[src/eabc_pkg.sv]
// Constants and types shared by the area bus configuration bank.
// Assumes a 32-bit APB register bus and eight external areas.
package eabc_pkg;

    localparam int AREA_N  = 8;
    localparam int WAIT_W  = 3;
    localparam int ADDR_W  = 12;
    localparam int DATA_W  = 32;
    localparam int REG_W   = 16;
    localparam int CNT_W   = 4;

    localparam logic [ADDR_W-1:0] OFS_BUS_WIDTH = 12'h000;
    localparam logic [ADDR_W-1:0] OFS_ACC_STATE = 12'h004;
    localparam logic [ADDR_W-1:0] OFS_UPPER_WAIT = 12'h008;
    localparam logic [ADDR_W-1:0] OFS_LOWER_WAIT = 12'h00C;

    localparam int WIDTH_HIGH_POS = 8;
    localparam int WIDTH_LOW_POS  = 0;
    localparam int STATE_BIT_POS  = 8;
    localparam int WAIT_FIELD_PITCH = 4;

    localparam logic [REG_W-1:0] BUS_WIDTH_RST_8  = 16'hFFFF;
    localparam logic [REG_W-1:0] BUS_WIDTH_RST_16 = 16'hFEFF;
    localparam logic [AREA_N-1:0] ACC_STATE_RST = 8'hFF;
    localparam logic [WAIT_W-1:0] WAIT_COUNT_RST = 3'h7;

    localparam logic [CNT_W-1:0] STATES_TWO   = 4'h2;
    localparam logic [CNT_W-1:0] STATES_THREE = 4'h3;
    localparam logic [2:0]       STRAP_SETTLE = 3'h4;

    typedef enum logic [1:0] {
        EABC_IDLE = 2'b01,
        EABC_RUN  = 2'b10
    } eabc_seq_t;

endpackage

[src/eabc_regs.sv]
// Per-area external bus configuration bank with an APB slave and access timer.
// Assumes an APB master on pclk and a sequencer that pulses access_start.
// Operation
// Width register holds high bits 15..8 and low bits 7..0, one per area.
// High 0 low 1 is 16-bit, both 1 is 8-bit; low 0 refused.
// Width resets to all ones, area-0 high bit cleared on 16-bit boot.
// Software keeps byte-control memory areas out of 8-bit mode.
// Access-state bits 15..8 pick states for areas 7..0, reset to 1.
// Access-state bit 0 gives two-state access without any waits.
// Access-state bit 1 gives three-state access with waits allowed.
// Access-state bits 7..0 read zero and ignore writes.
// Two wait registers hold four 3-bit fields each, gaps read zero.
// Wait field inserts 0 to 7 waits, only in three-state mode.
// Wait fields reset to 111; new values apply to later accesses.
`timescale 1ns/1ps
module eabc_regs
import eabc_pkg::*;
(
    input  wire logic                                pclk,
    input  wire logic                                presetn,
    input  wire logic                                ce,
    input  wire logic                                boot_bus_16,
    input  wire logic                                psel,
    input  wire logic                                penable,
    input  wire logic                                pwrite,
    input  wire logic [eabc_pkg::ADDR_W-1:0]         paddr,
    input  wire logic [eabc_pkg::DATA_W-1:0]         pwdata,
    input  wire logic [3:0]                          pstrb,
    output logic [eabc_pkg::DATA_W-1:0]              prdata,
    output logic                                     pready,
    output logic                                     pslverr,
    input  wire logic                                access_start,
    input  wire logic [2:0]                          access_area,
    output logic                                     access_busy,
    output logic                                     access_done,
    output logic                                     acc_bus8,
    output logic                                     acc_three_state,
    output logic                                     acc_wait_en,
    output logic [eabc_pkg::WAIT_W-1:0]              acc_wait_count,
    output logic [eabc_pkg::AREA_N-1:0]              area_bus8,
    output logic [eabc_pkg::AREA_N-1:0]              area_three_state
);
    import eabc_pkg::*;

    typedef struct packed {
        logic [REG_W-1:0]         bus_width;
        logic [AREA_N-1:0]        acc_state;
        logic [AREA_N*WAIT_W-1:0] wait_counts;
        logic [2:0]               strap_cnt;
        logic                     strap_done;
        logic [DATA_W-1:0]        rdata;
        eabc_seq_t                seq;
        logic [CNT_W-1:0]         cnt;
        logic                     done;
        logic                     lat_bus8;
        logic                     lat_three;
        logic                     lat_wait_en;
        logic [WAIT_W-1:0]        lat_wait;
    } eabc_state_t;

    eabc_state_t st_reg;
    eabc_state_t st_next;

    logic                 boot16_sync;
    logic                 cfg_bus8;
    logic                 cfg_three;
    logic                 cfg_wait_en;
    logic [WAIT_W-1:0]    cfg_wait;
    logic [CNT_W-1:0]     cfg_total;
    logic                 setup_phase;
    logic                 access_phase;
    logic                 addr_hit;
    logic [REG_W-1:0]     merged;
    logic                 width_refused;

    // Packs four 3-bit wait fields into a 16-bit register image.
    function automatic logic [REG_W-1:0] pack_wait(input logic [4*WAIT_W-1:0] f);
        logic [REG_W-1:0] r;
        r = '0;
        for (int i = 0; i < 4; i++)
        begin
            r[i*WAIT_FIELD_PITCH +: WAIT_W] = f[i*WAIT_W +: WAIT_W];
        end
        return r;
    endfunction

    // Extracts four 3-bit wait fields from a 16-bit register image.
    function automatic logic [4*WAIT_W-1:0] unpack_wait(input logic [REG_W-1:0] r);
        logic [4*WAIT_W-1:0] f;
        f = '0;
        for (int i = 0; i < 4; i++)
        begin
            f[i*WAIT_W +: WAIT_W] = r[i*WAIT_FIELD_PITCH +: WAIT_W];
        end
        return f;
    endfunction

    // Returns the 16-bit image of the register at an offset.
    function automatic logic [REG_W-1:0] read_image(input eabc_state_t s, input logic [ADDR_W-1:0] a);
        logic [REG_W-1:0] r;
        r = '0;
        case (a)
            OFS_BUS_WIDTH:  r = s.bus_width;
            // low byte reads zero.
            OFS_ACC_STATE:  r = {s.acc_state, 8'h00};
            // gap bits read zero.
            OFS_UPPER_WAIT: r = pack_wait(s.wait_counts[AREA_N*WAIT_W-1 -: 4*WAIT_W]);
            OFS_LOWER_WAIT: r = pack_wait(s.wait_counts[4*WAIT_W-1:0]);
            default:        r = '0;
        endcase
        return r;
    endfunction

    eabc_sync3 u_boot_sync
    (
        .pclk    (pclk),
        .presetn (presetn),
        .ce      (ce),
        .din     (boot_bus_16),
        .dout    (boot16_sync)
    );

    eabc_area_cfg u_area_cfg
    (
        .bus_width    (st_reg.bus_width),
        .acc_state    (st_reg.acc_state),
        .wait_counts  (st_reg.wait_counts),
        .area         (access_area),
        .bus8         (cfg_bus8),
        .three_state  (cfg_three),
        .wait_en      (cfg_wait_en),
        .wait_count   (cfg_wait),
        .total_states (cfg_total)
    );

    assign setup_phase  = psel & ~penable;
    assign access_phase = psel & penable & st_reg.strap_done;
    assign addr_hit     = (paddr == OFS_BUS_WIDTH) | (paddr == OFS_ACC_STATE) |
                          (paddr == OFS_UPPER_WAIT) | (paddr == OFS_LOWER_WAIT);

    // Merges write data into the addressed register by byte strobe.
    always_comb
    begin
        merged = read_image(st_reg, paddr);
        if (pstrb[0])
        begin
            merged[7:0] = pwdata[7:0];
        end
        if (pstrb[1])
        begin
            merged[15:8] = pwdata[15:8];
        end
    end

    // refuse clearing a low bit.
    assign width_refused = pwrite & (paddr == OFS_BUS_WIDTH) &
                           (merged[WIDTH_LOW_POS +: AREA_N] != {AREA_N{1'b1}});

    always_comb
    begin
        st_next = st_reg;
        if (ce)
        begin
            // boot width taken after settling.
            if (!st_reg.strap_done)
            begin
                if (st_reg.strap_cnt == STRAP_SETTLE)
                begin
                    st_next.strap_done = 1'b1;
                    st_next.bus_width = boot16_sync ? BUS_WIDTH_RST_16 : BUS_WIDTH_RST_8;
                end
                else
                begin
                    st_next.strap_cnt = st_reg.strap_cnt + 3'h1;
                end
            end

            if ((setup_phase || (psel && !st_reg.strap_done)) && !pwrite)
            begin
                st_next.rdata = {16'h0000, read_image(st_next, paddr)};
            end

            if (access_phase && pwrite && addr_hit && !width_refused)
            begin
                case (paddr)
                    // full width register written.
                    OFS_BUS_WIDTH:  st_next.bus_width = merged;
                    // state bits in upper byte.
                    OFS_ACC_STATE:  st_next.acc_state = merged[STATE_BIT_POS +: AREA_N];
                    // upper register serves areas 7..4.
                    OFS_UPPER_WAIT: st_next.wait_counts[AREA_N*WAIT_W-1 -: 4*WAIT_W] = unpack_wait(merged);
                    OFS_LOWER_WAIT: st_next.wait_counts[4*WAIT_W-1:0] = unpack_wait(merged);
                    default:        st_next.bus_width = st_reg.bus_width;
                endcase
            end

            st_next.done = 1'b0;
            case (st_reg.seq)
                EABC_IDLE:
                begin
                    if (access_start && st_reg.strap_done)
                    begin
                        // settings frozen at start.
                        st_next.lat_bus8    = cfg_bus8;
                        st_next.lat_three   = cfg_three;
                        st_next.lat_wait_en = cfg_wait_en;
                        st_next.lat_wait    = cfg_wait;
                        st_next.cnt         = cfg_total - 4'h1;
                        st_next.seq         = EABC_RUN;
                    end
                end
                EABC_RUN:
                begin
                    // one cycle per state.
                    if (st_reg.cnt == '0)
                    begin
                        st_next.done = 1'b1;
                        st_next.seq  = EABC_IDLE;
                    end
                    else
                    begin
                        st_next.cnt = st_reg.cnt - 4'h1;
                    end
                end
                default:
                begin
                    st_next.seq = EABC_IDLE;
                end
            endcase
        end
    end

    always_ff @(posedge pclk or negedge presetn)
    begin
        if (!presetn)
        begin
            // all ones until boot width known.
            st_reg.bus_width   <= BUS_WIDTH_RST_8;
            // state bits reset to one.
            st_reg.acc_state   <= ACC_STATE_RST;
            // wait fields reset to 111.
            st_reg.wait_counts <= {AREA_N{WAIT_COUNT_RST}};
            st_reg.strap_cnt   <= '0;
            st_reg.strap_done  <= 1'b0;
            st_reg.rdata       <= '0;
            st_reg.seq         <= EABC_IDLE;
            st_reg.cnt         <= '0;
            st_reg.done        <= 1'b0;
            st_reg.lat_bus8    <= 1'b0;
            st_reg.lat_three   <= 1'b0;
            st_reg.lat_wait_en <= 1'b0;
            st_reg.lat_wait    <= '0;
        end
        else
        begin
            st_reg <= st_next;
        end
    end

    // Per-area decoded settings for the sequencer.
    generate
        for (genvar n = 0; n < AREA_N; n++)
        begin : g_area
            assign area_bus8[n]        = st_reg.bus_width[WIDTH_HIGH_POS + n] & st_reg.bus_width[WIDTH_LOW_POS + n];
            assign area_three_state[n] = st_reg.acc_state[n];
        end
    endgenerate

    assign pready          = st_reg.strap_done;
    assign pslverr         = access_phase & (~addr_hit | width_refused);
    assign prdata          = st_reg.rdata;
    assign access_busy     = (st_reg.seq == EABC_RUN);
    assign access_done     = st_reg.done;
    assign acc_bus8        = st_reg.lat_bus8;
    assign acc_three_state = st_reg.lat_three;
    assign acc_wait_en     = st_reg.lat_wait_en;
    assign acc_wait_count  = st_reg.lat_wait;
endmodule

[src/eabc_sync3.sv]
// Three-stage input synchroniser with agreement filter.
// Assumes the input is asynchronous to pclk.
`timescale 1ns/1ps
module eabc_sync3
(
    input  wire logic pclk,
    input  wire logic presetn,
    input  wire logic ce,
    input  wire logic din,
    output logic      dout
);
    typedef struct packed {
        logic s1;
        logic s2;
        logic s3;
        logic q;
    } eabc_sync_t;

    eabc_sync_t st_reg;
    eabc_sync_t st_next;

    // The first stage feeds only the second one.
    always_comb
    begin
        st_next = st_reg;
        if (ce)
        begin
            st_next.s1 = din;
            st_next.s2 = st_reg.s1;
            st_next.s3 = st_reg.s2;
            if (st_reg.s2 == st_reg.s3)
            begin
                st_next.q = st_reg.s3;
            end
        end
    end

    always_ff @(posedge pclk or negedge presetn)
    begin
        if (!presetn)
        begin
            st_reg <= '0;
        end
        else
        begin
            st_reg <= st_next;
        end
    end

    assign dout = st_reg.q;
endmodule

[src/eabc_area_cfg.sv]
// Decodes the settings of one selected area from the register contents.
// Assumes registers are held in the bank's internal layout.
`timescale 1ns/1ps
module eabc_area_cfg
import eabc_pkg::*;
(
    input  wire logic [eabc_pkg::REG_W-1:0]         bus_width,
    input  wire logic [eabc_pkg::AREA_N-1:0]        acc_state,
    input  wire logic [eabc_pkg::AREA_N*eabc_pkg::WAIT_W-1:0] wait_counts,
    input  wire logic [2:0]                         area,
    output logic                                    bus8,
    output logic                                    three_state,
    output logic                                    wait_en,
    output logic [eabc_pkg::WAIT_W-1:0]             wait_count,
    output logic [eabc_pkg::CNT_W-1:0]              total_states
);
    import eabc_pkg::*;

    always_comb
    begin
        // both bits set select 8-bit.
        bus8 = bus_width[WIDTH_HIGH_POS + area] & bus_width[WIDTH_LOW_POS + area];
        three_state = acc_state[area];
        wait_en = acc_state[area];
        // waits only in 3-state.
        wait_count = acc_state[area] ? wait_counts[area*WAIT_W +: WAIT_W] : '0;
        // two states, no waits.
        // three states plus waits.
        total_states = acc_state[area] ? STATES_THREE + {1'b0, wait_count} : STATES_TWO;
    end
endmodule

[config.mk]
export PLATFORM = sky130hd
export DESIGN_NAME = eabc_regs
export DESIGN_NICKNAME = d
export VERILOG_FILES = /design/src/eabc_pkg.sv /design/src/eabc_regs.sv /design/src/eabc_sync3.sv /design/src/eabc_area_cfg.sv
export SDC_FILE = /design/constraint.sdc
export NUM_CORES = 1
export LEC_CHECK = 0
export BUFFER_PORTS_ARGS = -buffer_cell sky130_fd_sc_hd__buf_2
export CAP_MARGIN = 20
export CORE_MARGIN = 2
export CORE_UTILIZATION = 35
export DETAILED_ROUTE_END_ITERATION = 8
export PLACE_DENSITY = 0.65
export SLEW_MARGIN = 0
export SYNTH_ARGS = -nofsm -noshare
export SYNTH_HDL_FRONTEND = slang
export SYNTH_SLANG_ARGS = --single-unit
export TNS_END_PERCENT = 1
[constraint.sdc]
create_clock -name pclk -period 4.1 [get_ports pclk]
set_input_delay 0.615 -clock pclk [delete_from_list [all_inputs] [get_ports pclk]]
set_output_delay 0.615 -clock pclk [all_outputs]
set_load 0.01 [all_outputs]
After elaboration in Yosys (flattened, before gate mapping). Cells that the tools add are included. Widths: inputs -> output; s select.

Mux-type cells: 29. Shift-type cells: 1. Reductions and logical operators: 24. Equal/unequal tests: 12. Order comparisons: 3. Multipliers: 1. Add/subtract/negate cells: 5. Bitwise gates (word level): 23.

Operator list (count): $pmux 16 s4 (2); $mux 48 (1); $lt 32x5->1 const B (1); $mux 16 (2); $pmux 16 s2 (1); $eq 12x4->1 const B (2); $mux 12 (2); $mux 8 (3); $shiftx 24x6->3 (1); $reduce_and 3->1 (6); $and 1x1->1 (15); $eq 12x3->1 const B (1); $logic_not 12->1 (1); $mux 9 (1); $mux 4 (2); $ne 8x8->1 const B (1); $pmux 4 s2 (1); $sub 4x1->4 const B (2); $mux 1 (7); $bmux 1 s3 (2); $logic_and 1x1->1 (6); $mux 6 (1); $reduce_and 2->1 (3); $add 4x3->5 const A (1); 24 further kinds (33).

Logic and storage cells: 115. Flip-flop bits (word level): 84. Input bits: 59.

Longest topological paths before layout. Gate-level depths: netlist of run 1.

Depth in word-level cells: 9. Depth in mapped cells: 11. Depth with buffers taken out: 9.

Modules after synthesis. From an unflattened synthesis of run 1, not the netlist that was laid out.

Cell total of the unflattened synthesis: 542. Area total of the unflattened synthesis: 5300.1 um2.

By module, submodules not included: eabc_regs (times used 1, area each 4713.3 um2, cells each 489); eabc_area_cfg (times used 1, area each 431.7 um2, cells each 41); eabc_sync3 (times used 1, area each 155.1 um2, cells each 12).

Worst setup path before layout of run 1. Ideal clock, no wire load.

Path kind: input-to-reg. Start point: in access_area[1]. End point: reg st_reg[9] (netlist bit). Arrival time: 2908 ps. Stages on the path: 11. Setup time: 125 ps. Setup slack: 1067 ps. Required time: 3975 ps. Path through: buf_2 > buf_4 > mux2i_1 > mux4_2 > or2_2 > ha_1 > nand2_1 > o22ai_1 > ha_1 > xor2_1 > mux2_2.

Longest elaborated chain between the ends: 8. Elaborated cells between the ends (all ways): 10.

RTL lines: start: declaration (RTL line eabc_regs.sv:33) `input wire logic [2:0] access_area,`; $mul 3x2->5 / $bmux 1 s3 (equally long branches) (RTL line eabc_area_cfg.sv:26, eabc_area_cfg.sv:29); $shiftx 24x6->3 / $mux 1 (equally long branches) (RTL line eabc_area_cfg.sv:26, eabc_area_cfg.sv:29); $mux 3 (RTL line eabc_area_cfg.sv:26) `wait_count = acc_state[area] ? wait_counts[area*WAIT_W +: WAIT_W] : '0;`; $add 2x3->4 (RTL line eabc_area_cfg.sv:29) `total_states = acc_state[area] ? STATES_THREE + {1'b0, wait_count} : STATES_TWO;`; $mux 4 (*) (RTL line eabc_area_cfg.sv:29); $sub 4x1->4 (*) (RTL line eabc_regs.sv:208) `st_next.cnt = cfg_total - 4'h1;`; $mux 6 (*) (RTL line eabc_regs.sv:201) `if (access_start && st_reg.strap_done)`; $pmux 4 s2 (*) (RTL line eabc_regs.sv:198) `case (st_reg.seq)`; end signal: assignment (RTL line eabc_regs.sv:256) `st_reg <= st_next;`; end: declaration (RTL line eabc_regs.sv:61) `eabc_state_t st_reg;`.

Mark *: on every way between the ends. The rest lies on a longest branch, timed or not. The select of a mux whose other input is x is not followed. A chain may end at the register's enable or synchronous reset.

Worst setup path in the final report of run 1.
Start point: in paddr[9] (netlist bit). End point: out pslverr.

Longest elaborated chain between the ends: 7. Elaborated cells between the ends (all ways): 15.

RTL lines: start: declaration (RTL line eabc_regs.sv:26) `input wire logic [eabc_pkg::ADDR_W-1:0] paddr,`; $eq 12x4->1 (tied with other cells) (RTL line eabc_regs.sv:102, eabc_regs.sv:139); $pmux 16 s4 / $or 1x1->1 (equally long branches) (RTL line eabc_regs.sv:102, eabc_regs.sv:138); $mux 8 / $or 1x1->1 (equally long branches) (RTL line eabc_regs.sv:145, eabc_regs.sv:138); $ne 8x8->1 / $or 1x1->1 (equally long branches) (RTL line eabc_regs.sv:157, eabc_regs.sv:139); $and 1x1->1 / $not 1->1 (equally long branches) (RTL line eabc_regs.sv:156, eabc_regs.sv:270); $or 1x1->1 (*) (RTL line eabc_regs.sv:270) `assign pslverr = access_phase & (~addr_hit | width_refused);`; $and 1x1->1 (*) (RTL line eabc_regs.sv:270); end: declaration (RTL line eabc_regs.sv:31) `output logic pslverr,`.

Mark *: on every way between the ends. The rest lies on a longest branch, timed or not.

==> impl_metrics.py, run 1 <==
metrics = {
    "floorplanning": {
        "placementRows": 43,
        "pin_count": 117,
        "die_w_um": 123,
        "die_area_um2": 15200,
        "start_util_pct": 35.9,
        "coreArea_um2": 13900,
        "die_h_um": 123,
    },
    "logic_synthesis": {
        "synthTopCellsByCount": "68 x nand2_1, 49 x dfstp_2, 45 x buf_4, 35 x dfrtp_1",
        "synth_top_area_cell": "dfstp_2",
        "synth_ff_type": "dfstp_2",
        "synth-seq-cells": 84,
        "synth.avg_cell_area_um2": 9.73,
        "netlist.area_leader.share_pct": 25.9,
        "netlist_area_um2": 4980,
        "yosysMostFrequentCell": "nand2_1",
        "yosysUniqueCellTypes": 55,
        "async_reset_ff_share_pct": 100,
        "seq_area_frac_synth_pct": 43.4,
        "ys_warn_count": 0,
        "synth_edf_count": 0,
        "netlist_top_cells_area": "dfstp_2 26%, dfrtp_1 18%, buf_4 6.8%, mux2i_1 5.2%, nand2_1 5.1%",
        "synth_cells": 512,
    },
    "critical_path": {
        "worst-setup-path-type": "in2out",
        "cp.required_ns": 3.48,
        "start_kind": "input pin",
        "arrival_ns": 2.90,
        "path_cells": "buf_2 -> or4_4 -> nor4_4 -> o21ai_1 -> nor4_4 -> o21ai_1 -> and3_1 -> buf_2",
        "crit_path_end_kind": "primary output",
        "max_stage_delay_ns": 0.56,
        "critPathMaxFanout": 6,
        "crit_path_top_delay_cell": "or4_4",
    },
    "clocking": {
        "hold_buffers": 0,
        "cts_buffers": 9,
        "clock_latency_ns": 0.35,
        "clock_path_buffers": 2,
        "htree_levels": 3,
        "path_clk_slew_ns": 0.06,
        "post-cts-setup-buffers": 0,
        "cts_tree": "built",
        "cts-resized-gates": 0,
        "root_buffer": "clkbuf_16",
        "clock-sinks": 84,
    },
    "placed_design": {
        "place_congestion": 0.886,
        "port_buffers": 82,
        "dp_slack_ns": 0.611,
        "placed_area_um2": 5260,
        "dpl.hpwl_mm": 9.38,
    },
    "layout": {
        "largest_reg_flops": 49,
        "fin_nets": 615,
        "syn_to_final_growth_pct": 12.1,
        "post-route-cell-area_um2": 5580,
        "nFillCells": 1359,
        "register_area_um2": 2160,
        "layout-drive-gt1-share_pct": 33.9,
        "fin_util_pct": 40.2,
        "multi_input_area_um2": 2390,
    },
    "run_status": {
        "status": "finished clean",
    },
    "power": {
        "power_w": 0.00256,
        "vdd_drop_max_v": 0.000227,
        "cellPowerDensity_nw_per_um2": 459,
        "p_leak_nw": 2.51,
    },
    "min_path": {
        "holdCritPathClass": "in2async",
    },
    "grt": {
        "antenna_found_initial": 1,
        "grt_pass1_wl_mm": 20.1,
        "grt_max_degree": 85,
        "grt_usage_pct": 17.4,
        "overflow": 0,
        "grt_pass1_vias": 3806,
    },
    "timing": {
        "worst-slew-pin-transition_ns": 1.01,
        "post-route-period-util_pct": 85.6,
        "tns_ns": 0,
        "min_period_ns": 3.51,
        "slew_violations": 0,
        "rsz0062_at_grt": "no",
        "max_slew_margin_pct": 32.9,
        "setup_ws_ns": 0.590,
        "setup_viol": 0,
        "clock.fmax_ghz": 0.285,
        "finalHoldViolCount": 0,
        "fin_skew_ns": 0.00757,
    },
    "job": {
        "cap_violations": 0,
    },
    "route": {
        "wl_mm": 12.8,
        "wl_per_cell_um": 17.4,
        "drtIter0Drc": 281,
        "firstDrtPassIters": 5,
        "antenna_left": 0,
        "num_vias": 3942,
        "drcViolationCount": 0,
        "viasPerCell": 5.34,
    },
}
==> critical path, delay by kind of cell <==
| kind | cells | cell delay (ns) |
|---|---|---|
| AO/OA/AOI/OAI | 2 | 0.40 |
| AND/OR/NAND/NOR | 4 | 1.66 |
| buffers and inverters | 2 | 0.23 |
==> layout by cell type (no fill, tap or decap), types with 6 or more instances in the layout <==
master / n
inv_1: 6
clkbuf_16: 9
o21ai_1: 29
o21ai_0: 17
nand3_1: 7
buf_4: 7
nand2b_1: 15
a21o_1: 6
nand2_1: 68
and2_1: 11
mux2_2: 13
dfstp_2: 49
a22oi_1: 15
buf_2: 81
o31ai_1: 9
dfrtp_1: 35
nor2_1: 29
mux2i_1: 26
a21oi_1: 25
mux4_2: 8
conb_1: 16
==> where the power goes <==
group          internal (W)  switching [W]
Combinational      0.000267       0.000317
Clock              0.000488       0.000327
Sequential          0.00103       0.000140
Total               0.00178       0.000784
==> per-layer routing <==
| layer | GRT usage [%] | part of all wire [%] | vias up |
|---|---|---|---|
| li1 | - | - | 1835 |
| met1 | 22.7 | 43 | 1946 |
| met2 | 27.5 | 47 | 134 |
| met3 | 4.66 | 7.0 | 27 |
| met4 | 7.17 | 3.0 | 0 |
| met5 | 0 | 0 | - |
==> logic make-up (layout without fill, tap and decap cells) <==
kind of cell | Yosys count | count (layout) | synth area share, %
other cells | 1 | 17 | 0.0753
flops | 84 | 84 | 43.4
compound gates | 131 | 131 | 16.5
xor+xnor | 4 | 4 | 0.704
mux | 51 | 51 | 12.7
buf+inv | 81 | 111 | 9.72
fa+ha+maj | 4 | 4 | 1.01
simple gates | 156 | 156 | 15.9
==> through the flow <==
step	hold WS, ns	cells
2_1_floorplan	0.319	527
3_3_place_gp	0.455	720
3_5_place_dp	0.463	720
4_1_cts	0.476	736
5_1_grt	0.0862	737
6_report	0.0930	738
==> layout make-up <==
cell class / count / area share (%)
multi-input cells: 362 / 42.8
diodes: 1 / 0.0448
well taps: 180 / 4.03
inverters: 6 / 0.403
clock buffers: 12 / 4.42
repair buffers: 89 / 8.70
clock inverters: 4 / 0.874
flip-flops and latches: 84 / 38.7
==> final timing paths <==
path | from | end | slack [ns] | cells after the start
worst max-delay path | paddr[9] | pslverr | 0.59 | 8
worst min-delay path | presetn | prdata[8] | 0.09 | 1
worst max register to register | area_three_state[7] | st_reg[9] | 1.31 | 9
worst min register to register | prdata[4] | prdata[4] | 0.47 | 2
max in group asynchronous | presetn | st_reg[71] | 3.38 | 2
min in group pclk | prdata[4] | prdata[4] | 0.47 | 2
No activity file was read; power rests on OpenSTA's default activity.
==> inputs of run 2 (changes only) <==
--- a/config.mk
+++ b/config.mk
@@ -5,12 +5,13 @@
 export SDC_FILE = /design/constraint.sdc
 export NUM_CORES = 1
 export LEC_CHECK = 0
+export ABC_AREA = 1
 export BUFFER_PORTS_ARGS = -buffer_cell sky130_fd_sc_hd__buf_2
 export CAP_MARGIN = 20
 export CORE_MARGIN = 2
 export CORE_UTILIZATION = 35
 export DETAILED_ROUTE_END_ITERATION = 8
-export PLACE_DENSITY = 0.65
+export PLACE_DENSITY = 0.64
 export SLEW_MARGIN = 0
 export SYNTH_ARGS = -nofsm -noshare
 export SYNTH_HDL_FRONTEND = slang
==> run 2 against run 1 <==
- sequential power shrank 15%
- clock power grew 2.7%
- cell area rose by 13%
- total power is 12% lower
==> impl_metrics.py, run 2 <==
metrics = {
    "critical_path": {
        "critical_path_buf_inv_count": 3,
        "crit_top_cell": "nand2_1",
        "max_stage_delay_ns": 0.34,
        "critPathMaxFanout": 15,
        "path_cells": "buf_2 -> nor2_4 -> nand2_2 -> nor2_4 -> nand2_1 -> o21ai_1 -> nand2_1 -> inv_1 -> nand2_1 -> nor2_2 -> nand2_2 -> nand2_4 -> a21oi_1 -> buf_2",
        "arrival_ns": 2.61,
        "worst-setup-path-type": "in2out",
        "cp_top_family": "simple AND/OR/NAND/NOR gates",
        "crit_path_top_delay_cell": "nor2_4",
        "crit_path_end_kind": "primary output",
        "cp.required_ns": 3.48,
        "start_kind": "input pin",
    },
    "floorplanning": {
        "die_h_um": 132,
        "die_w_um": 132,
        "start_util_pct": 36.1,
        "pin_count": 117,
        "coreArea_um2": 16000,
        "placementRows": 46,
        "die_area_um2": 17600,
    },
    "layout": {
        "final-instance-count-excl-fill": 1048,
        "syn_to_final_growth_pct": 9.66,
        "largest_reg_flops": 49,
        "layout-drive-gt1-share_pct": 26.0,
        "fin_nets": 890,
        "layout_commonest_cell": "nand2_1",
        "final_cell_mix": "238 x nand2_1, 81 x buf_2, 80 x nand3_1",
        "nFillCells": 1723,
        "insertedDiodeCount": 0,
    },
    "timing": {
        "clock.fmax_ghz": 0.310,
        "fin_skew_ns": 0.00641,
        "worst-slew-pin-transition_ns": 0.837,
        "rsz0062_at_grt": "no",
        "min_period_ns": 3.22,
        "max_slew_margin_pct": 44.2,
        "slew_violations": 0,
        "finalHoldViolCount": 0,
        "setup_viol": 0,
        "tns_ns": 0,
        "post-route-period-util_pct": 78.6,
    },
    "logic_synthesis": {
        "ys_warn_count": 0,
        "netlist_top_cells_area": "dfstp_2 22%, nand2_1 15%, dfrtp_1 15%, nand3_1 6.9%, o21ai_0 6.7%",
        "synth.avg_cell_area_um2": 7.34,
        "synth_cells": 787,
        "yosysMostFrequentCell": "nand2_1",
        "yosysUniqueCellTypes": 40,
        "synth_top_area_cell": "dfstp_2",
        "async_reset_ff_share_pct": 100,
        "seq_area_frac_synth_pct": 37.4,
        "synth-seq-cells": 84,
        "synth_edf_count": 0,
        "synth_ff_type": "dfstp_2",
        "synthTopCellsByCount": "238 x nand2_1, 80 x nand3_1, 77 x o21ai_0, 56 x inv_1, 51 x nor2_1",
        "netlist.area_leader.share_pct": 22.3,
        "netlist_area_um2": 5780,
    },
    "grt": {
        "grt_pass1_wl_mm": 26.3,
        "grt_usage_pct": 19.1,
        "grt_pass1_vias": 4824,
        "antenna_found_initial": 0,
        "grt_max_degree": 65,
        "overflow": 0,
    },
    "clocking": {
        "cts_buffers": 9,
        "cts_tree": "built",
        "cts-resized-gates": 0,
        "clock_latency_ns": 0.35,
        "clock-sinks": 84,
        "root_buffer": "clkbuf_16",
        "hold_buffers": 0,
        "clock_path_buffers": 2,
        "path_clk_slew_ns": 0.06,
        "post-cts-setup-buffers": 0,
        "htree_levels": 3,
    },
    "route": {
        "num_vias": 5238,
        "viasPerCell": 5.00,
        "drcViolationCount": 0,
        "drtIter0Drc": 509,
        "antenna_left": 0,
        "wl_mm": 16.6,
        "firstDrtPassIters": 5,
        "wl_per_cell_um": 15.8,
    },
    "power": {
        "cellPowerDensity_nw_per_um2": 357,
        "p_leak_nw": 3.10,
        "vdd_drop_max_v": 0.000215,
    },
    "placed_design": {
        "place_congestion": 0.874,
        "port_buffers": 82,
        "dpl.hpwl_mm": 12.2,
        "placed_cells": 1032,
    },
    "run_status": {
        "status": "finished clean",
    },
    "job": {
        "cap_violations": 0,
    },
    "min_path": {
        "holdCritPathClass": "in2async",
    },
}
run 2: cell types whose count changed after synthesis, sizes merged, moves of 9 or more:
cell / delta
nand2: +185
nand3: +82
o21ai: +58
inv: +52
nor2: +33
mux2i: -25
mux2: -17
a22oi: -15
nand2b: -15
a21oi: -12
buf: +12
clkbuf: -9
o22ai: +9
run 2: final cells by class:
type / instances / area, µm² / share of cell area [%]
Multi-Input combinational cell: 580 / 2890 / 45.6
Sequential cell: 84 / 2160 / 34.1
Timing Repair Buffer: 92 / 488 / 7.70
Tap cell: 216 / 270 / 4.27
Clock buffer: 15 / 268 / 4.23
Inverter: 60 / 225 / 3.55
Clock inverter: 1 / 30.0 / 0.474
run 2: cells by family (layout without fill, tap and decap cells):
group	count (synthesis)	in the layout	synth area share [%]
other	1	16	0.0649
adder cells (fa/ha/maj)	4	4	0.866
AO/OA/AOI/OAI	136	136	13.8
flip-flops	84	84	37.4
multiplexers	1	1	0.390
buffers and inverters	138	168	13.5
XOR/XNOR	4	4	0.606
AND/OR/NAND/NOR	419	419	33.3
run 2: per-layer routing:
layer | up-vias | wire (µm) | track usage [%]
met5 | - | 0 | 0
met4 | 0 | 321 | 5.02
met3 | 27 | 1040 | 4.37
met2 | 174 | 7660 | 30.4
met1 | 2452 | 7530 | 26.2
li1 | 2585 | - | -
run 2: metrics by stage:
step | cell area [µm²] | utilization (%) | power (W) | hold slack, ns | setup slack [ns]
2_1_floorplan | 5830 | - | 0.00130 | 0.319 | 1.35
3_3_place_gp | 6040 | 37.7 | 0.00143 | 0.460 | 0.908
3_5_place_dp | 6040 | 37.7 | 0.00143 | 0.461 | 0.876
4_1_cts | 6340 | 39.6 | 0.00227 | 0.398 | 0.865
5_1_grt | 6340 | 39.6 | 0.00238 | 0.412 | 0.610
6_report | 6340 | 39.6 | 0.00226 | 0.342 | 0.876
run 2: path summary, 6_finish.rpt:
check,cells past startpoint,start,to,slack (ns)
max in group asynchronous,2,presetn,area_three_state[3],2.90
worst max register to register,13,st_reg[67],st_reg[9],1.69
worst min-delay path,1,presetn,prdata[1],0.34
worst min register to register,2,acc_wait_count[2],acc_wait_count[2],0.47
min in group pclk,2,acc_wait_count[2],acc_wait_count[2],0.47
worst max-delay path,14,paddr[1],pslverr,0.88
run 2: power by group:
| part | internal [W] | switching [W] |
|---|---|---|
| Combinational | 0.000140 | 0.000277 |
| Sequential | 0.000935 | 0.0000698 |
| Clock | 0.000507 | 0.000330 |
| Total | 0.00158 | 0.000677 |
run 2: worst reg2reg max path: stages, from the launching register on:
cell	delay, ns
dfstp_2	0.53
inv_1	0.05
a21oi_1	0.12
o21ai_0	0.10
nand2_1	0.08
inv_1	0.04
o21ai_0	0.32
nand2_1	0.13
ha_1	0.31
nand2_1	0.06
o21ai_0	0.10
ha_1	0.22
xnor2_1	0.12
o21ai_0	0.16
==> inputs of run 3 (changes only) <==
--- a/config.mk
+++ b/config.mk
@@ -11,7 +11,7 @@
 export CORE_MARGIN = 2
 export CORE_UTILIZATION = 35
 export DETAILED_ROUTE_END_ITERATION = 8
-export PLACE_DENSITY = 0.64
+export PLACE_DENSITY = 0.66
 export SLEW_MARGIN = 0
 export SYNTH_ARGS = -nofsm -noshare
 export SYNTH_HDL_FRONTEND = slang
==> constraint.sdc (replaced) <==
create_clock -name pclk -period 2.9 [get_ports pclk]
set_input_delay 0.435 -clock pclk [delete_from_list [all_inputs] [get_ports pclk]]
set_output_delay 0.435 -clock pclk [all_outputs]
set_load 0.01 [all_outputs]
==> run 3 against run 2 <==
- register-to-register slack lost 1.2 ns
- sequential cell count is the same
- clock skew is essentially flat
- sequential share of layout area shrank 0.41 points
- die area is the same
- cell area grew 1.2%
- largest cell class unchanged
- largest power group unchanged
==> impl_metrics.py, run 3 (synthesis gave the netlist of run 2 again) <==
metrics = {
    "critical_path": {
        "crit_path_end_kind": "primary output",
        "worst-setup-path-type": "in2out",
        "start_kind": "input pin",
        "critPathMaxFanout": 17,
        "reg2reg_slack_ns": 0.45,
        "r2r-end": "st_reg[9]",
        "reg2reg_from": "st_reg[67]",
        "r2r_cells": 13,
        "arrival_ns": 2.20,
        "cp.required_ns": 2.47,
    },
    "power": {
        "p_clk_share_pct": 36.0,
        "p_int_w": 0.00217,
        "vdd_drop_max_v": 0.000276,
        "seq_power_share_pct": 45.0,
        "power_switching_w": 0.000999,
        "cellPowerDensity_nw_per_um2": 494,
        "switching_share_pct": 31.5,
        "power_frac_comb_pct": 19.0,
        "p_leak_nw": 3.15,
    },
    "clocking": {
        "cts-resized-gates": 0,
        "hold_buffers": 0,
        "cts_tree": "built",
        "htree_levels": 3,
        "cts_buffers": 9,
        "clock_latency_ns": 0.35,
        "post-cts-setup-buffers": 0,
        "clock-sinks": 84,
        "clock_path_buffers": 2,
        "root_buffer": "clkbuf_16",
        "path_clk_slew_ns": 0.06,
    },
    "timing": {
        "rsz0062_at_grt": "no",
        "min_period_ns": 2.64,
        "max_slew_margin_pct": 51.4,
        "post-route-period-util_pct": 91.0,
        "clock.fmax_ghz": 0.379,
        "finalHoldViolCount": 0,
        "setup_viol": 0,
        "fin_skew_ns": 0.00686,
        "worst-slew-pin-transition_ns": 0.728,
        "tns_ns": 0,
        "slew_violations": 0,
        "setup_ws_ns": 0.261,
    },
    "route": {
        "wl_per_cell_um": 15.6,
        "num_vias": 5307,
        "wl_mm": 16.5,
        "viasPerCell": 5.02,
        "drcViolationCount": 0,
        "drtIter0Drc": 534,
        "firstDrtPassIters": 5,
        "antenna_left": 0,
    },
    "floorplanning": {
        "die_h_um": 132,
        "die_w_um": 132,
        "die_area_um2": 17600,
        "pin_count": 117,
        "placementRows": 46,
        "start_util_pct": 36.1,
        "coreArea_um2": 16000,
    },
    "layout": {
        "syn_to_final_growth_pct": 11.0,
        "layout-drive-gt1-share_pct": 27.1,
        "largest_reg_flops": 49,
        "final_cell_mix": "238 x nand2_1, 81 x buf_2, 80 x nand3_1",
        "insertedDiodeCount": 0,
        "fin_util_pct": 40.1,
        "layout_commonest_cell": "nand2_1",
        "fin_nets": 900,
    },
    "grt": {
        "grt_pass1_wl_mm": 26.4,
        "overflow": 0,
        "antenna_found_initial": 0,
        "grt_max_degree": 57,
        "grt_usage_pct": 19.1,
        "grt_pass1_vias": 4868,
    },
    "placed_design": {
        "port_buffers": 82,
        "place_congestion": 0.876,
        "dp_slack_ns": 0.0909,
        "dpl.hpwl_mm": 12.2,
    },
    "job": {
        "cap_violations": 0,
    },
    "min_path": {
        "holdCritPathClass": "in2async",
    },
    "run_status": {
        "status": "finished clean",
    },
}
-- run 3: changes by cell type in the layout (fill, tap and decap cells not counted) --
cell	before	now
inv_6	0	1
inv_4	0	2
buf_12	0	1
clkbuf_1	4	2
buf_4	11	20
clkbuf_16	9	10
bufinv_16	1	0
clkbuf_8	2	0
clkinv_4	0	1
-- run 3: critical path, cell delays in order --
cell and delay, ns:
buf_2 0.10, nor2_2 0.14, nand2_4 0.13, nor2_8 0.25, nand2_1 0.22, o21ai_1 0.20
nand2_1 0.07, inv_1 0.07, nand2_1 0.06, nor2_2 0.11, nand2_2 0.07, nand2_4 0.11
a21oi_1 0.08, buf_2 0.14
-- run 3: worst max path at each step --
stage	startpoint	end	slack [ns]	depth (start not counted)
floorplan	paddr[11]	pslverr	0.51	13
finish	paddr[7]	pslverr	0.26	14
CTS	paddr[7]	pslverr	0.26	14
global placement	paddr[7]	st_reg[65]	0.09	16
detailed placement	paddr[7]	st_reg[62]	0.09	16
global route	paddr[7]	pslverr	0.05	14
-- run 3: cell type report --
type                    instances  area [µm²]
fillers                      1662        9590
multi-input cells             580        2890
flip-flops and latches         84        2160
repair buffers                102         576
well taps                     216         270
clock buffers                  12         258
inverters                      60         225
clock inverters                 4        30.0
-- run 3: power groups by stage --
stage | clock network [W] | logic [W] | registers (W)
4_1_cts | 0.00116 | 0.000603 | 0.00142
3_5_place_dp | 0 | 0.000600 | 0.00144
6_report | 0.00114 | 0.000601 | 0.00143
3_3_place_gp | 0 | 0.000589 | 0.00144
5_1_grt | 0.00121 | 0.000690 | 0.00144
2_1_floorplan | 0 | 0.000430 | 0.00141
-- run 3: through the flow --
stage	cell area, µm²	instances	hold slack, ns	power, W
6_report	6410	1058	0.147	0.00317
5_1_grt	6410	1058	0.201	0.00334
2_1_floorplan	5830	802	0.139	0.00184
3_3_place_gp	6130	1042	0.460	0.00203
3_5_place_dp	6130	1042	0.464	0.00204
4_1_cts	6410	1058	0.178	0.00318
-- run 3: per-layer routing --
metal	track usage, %	vias up	share of wire [%]
li1	-	2601	-
met1	27.0	2475	45
met2	29.8	198	47
met3	3.26	33	5.6
met4	5.79	0	2.4
met5	0	-	0
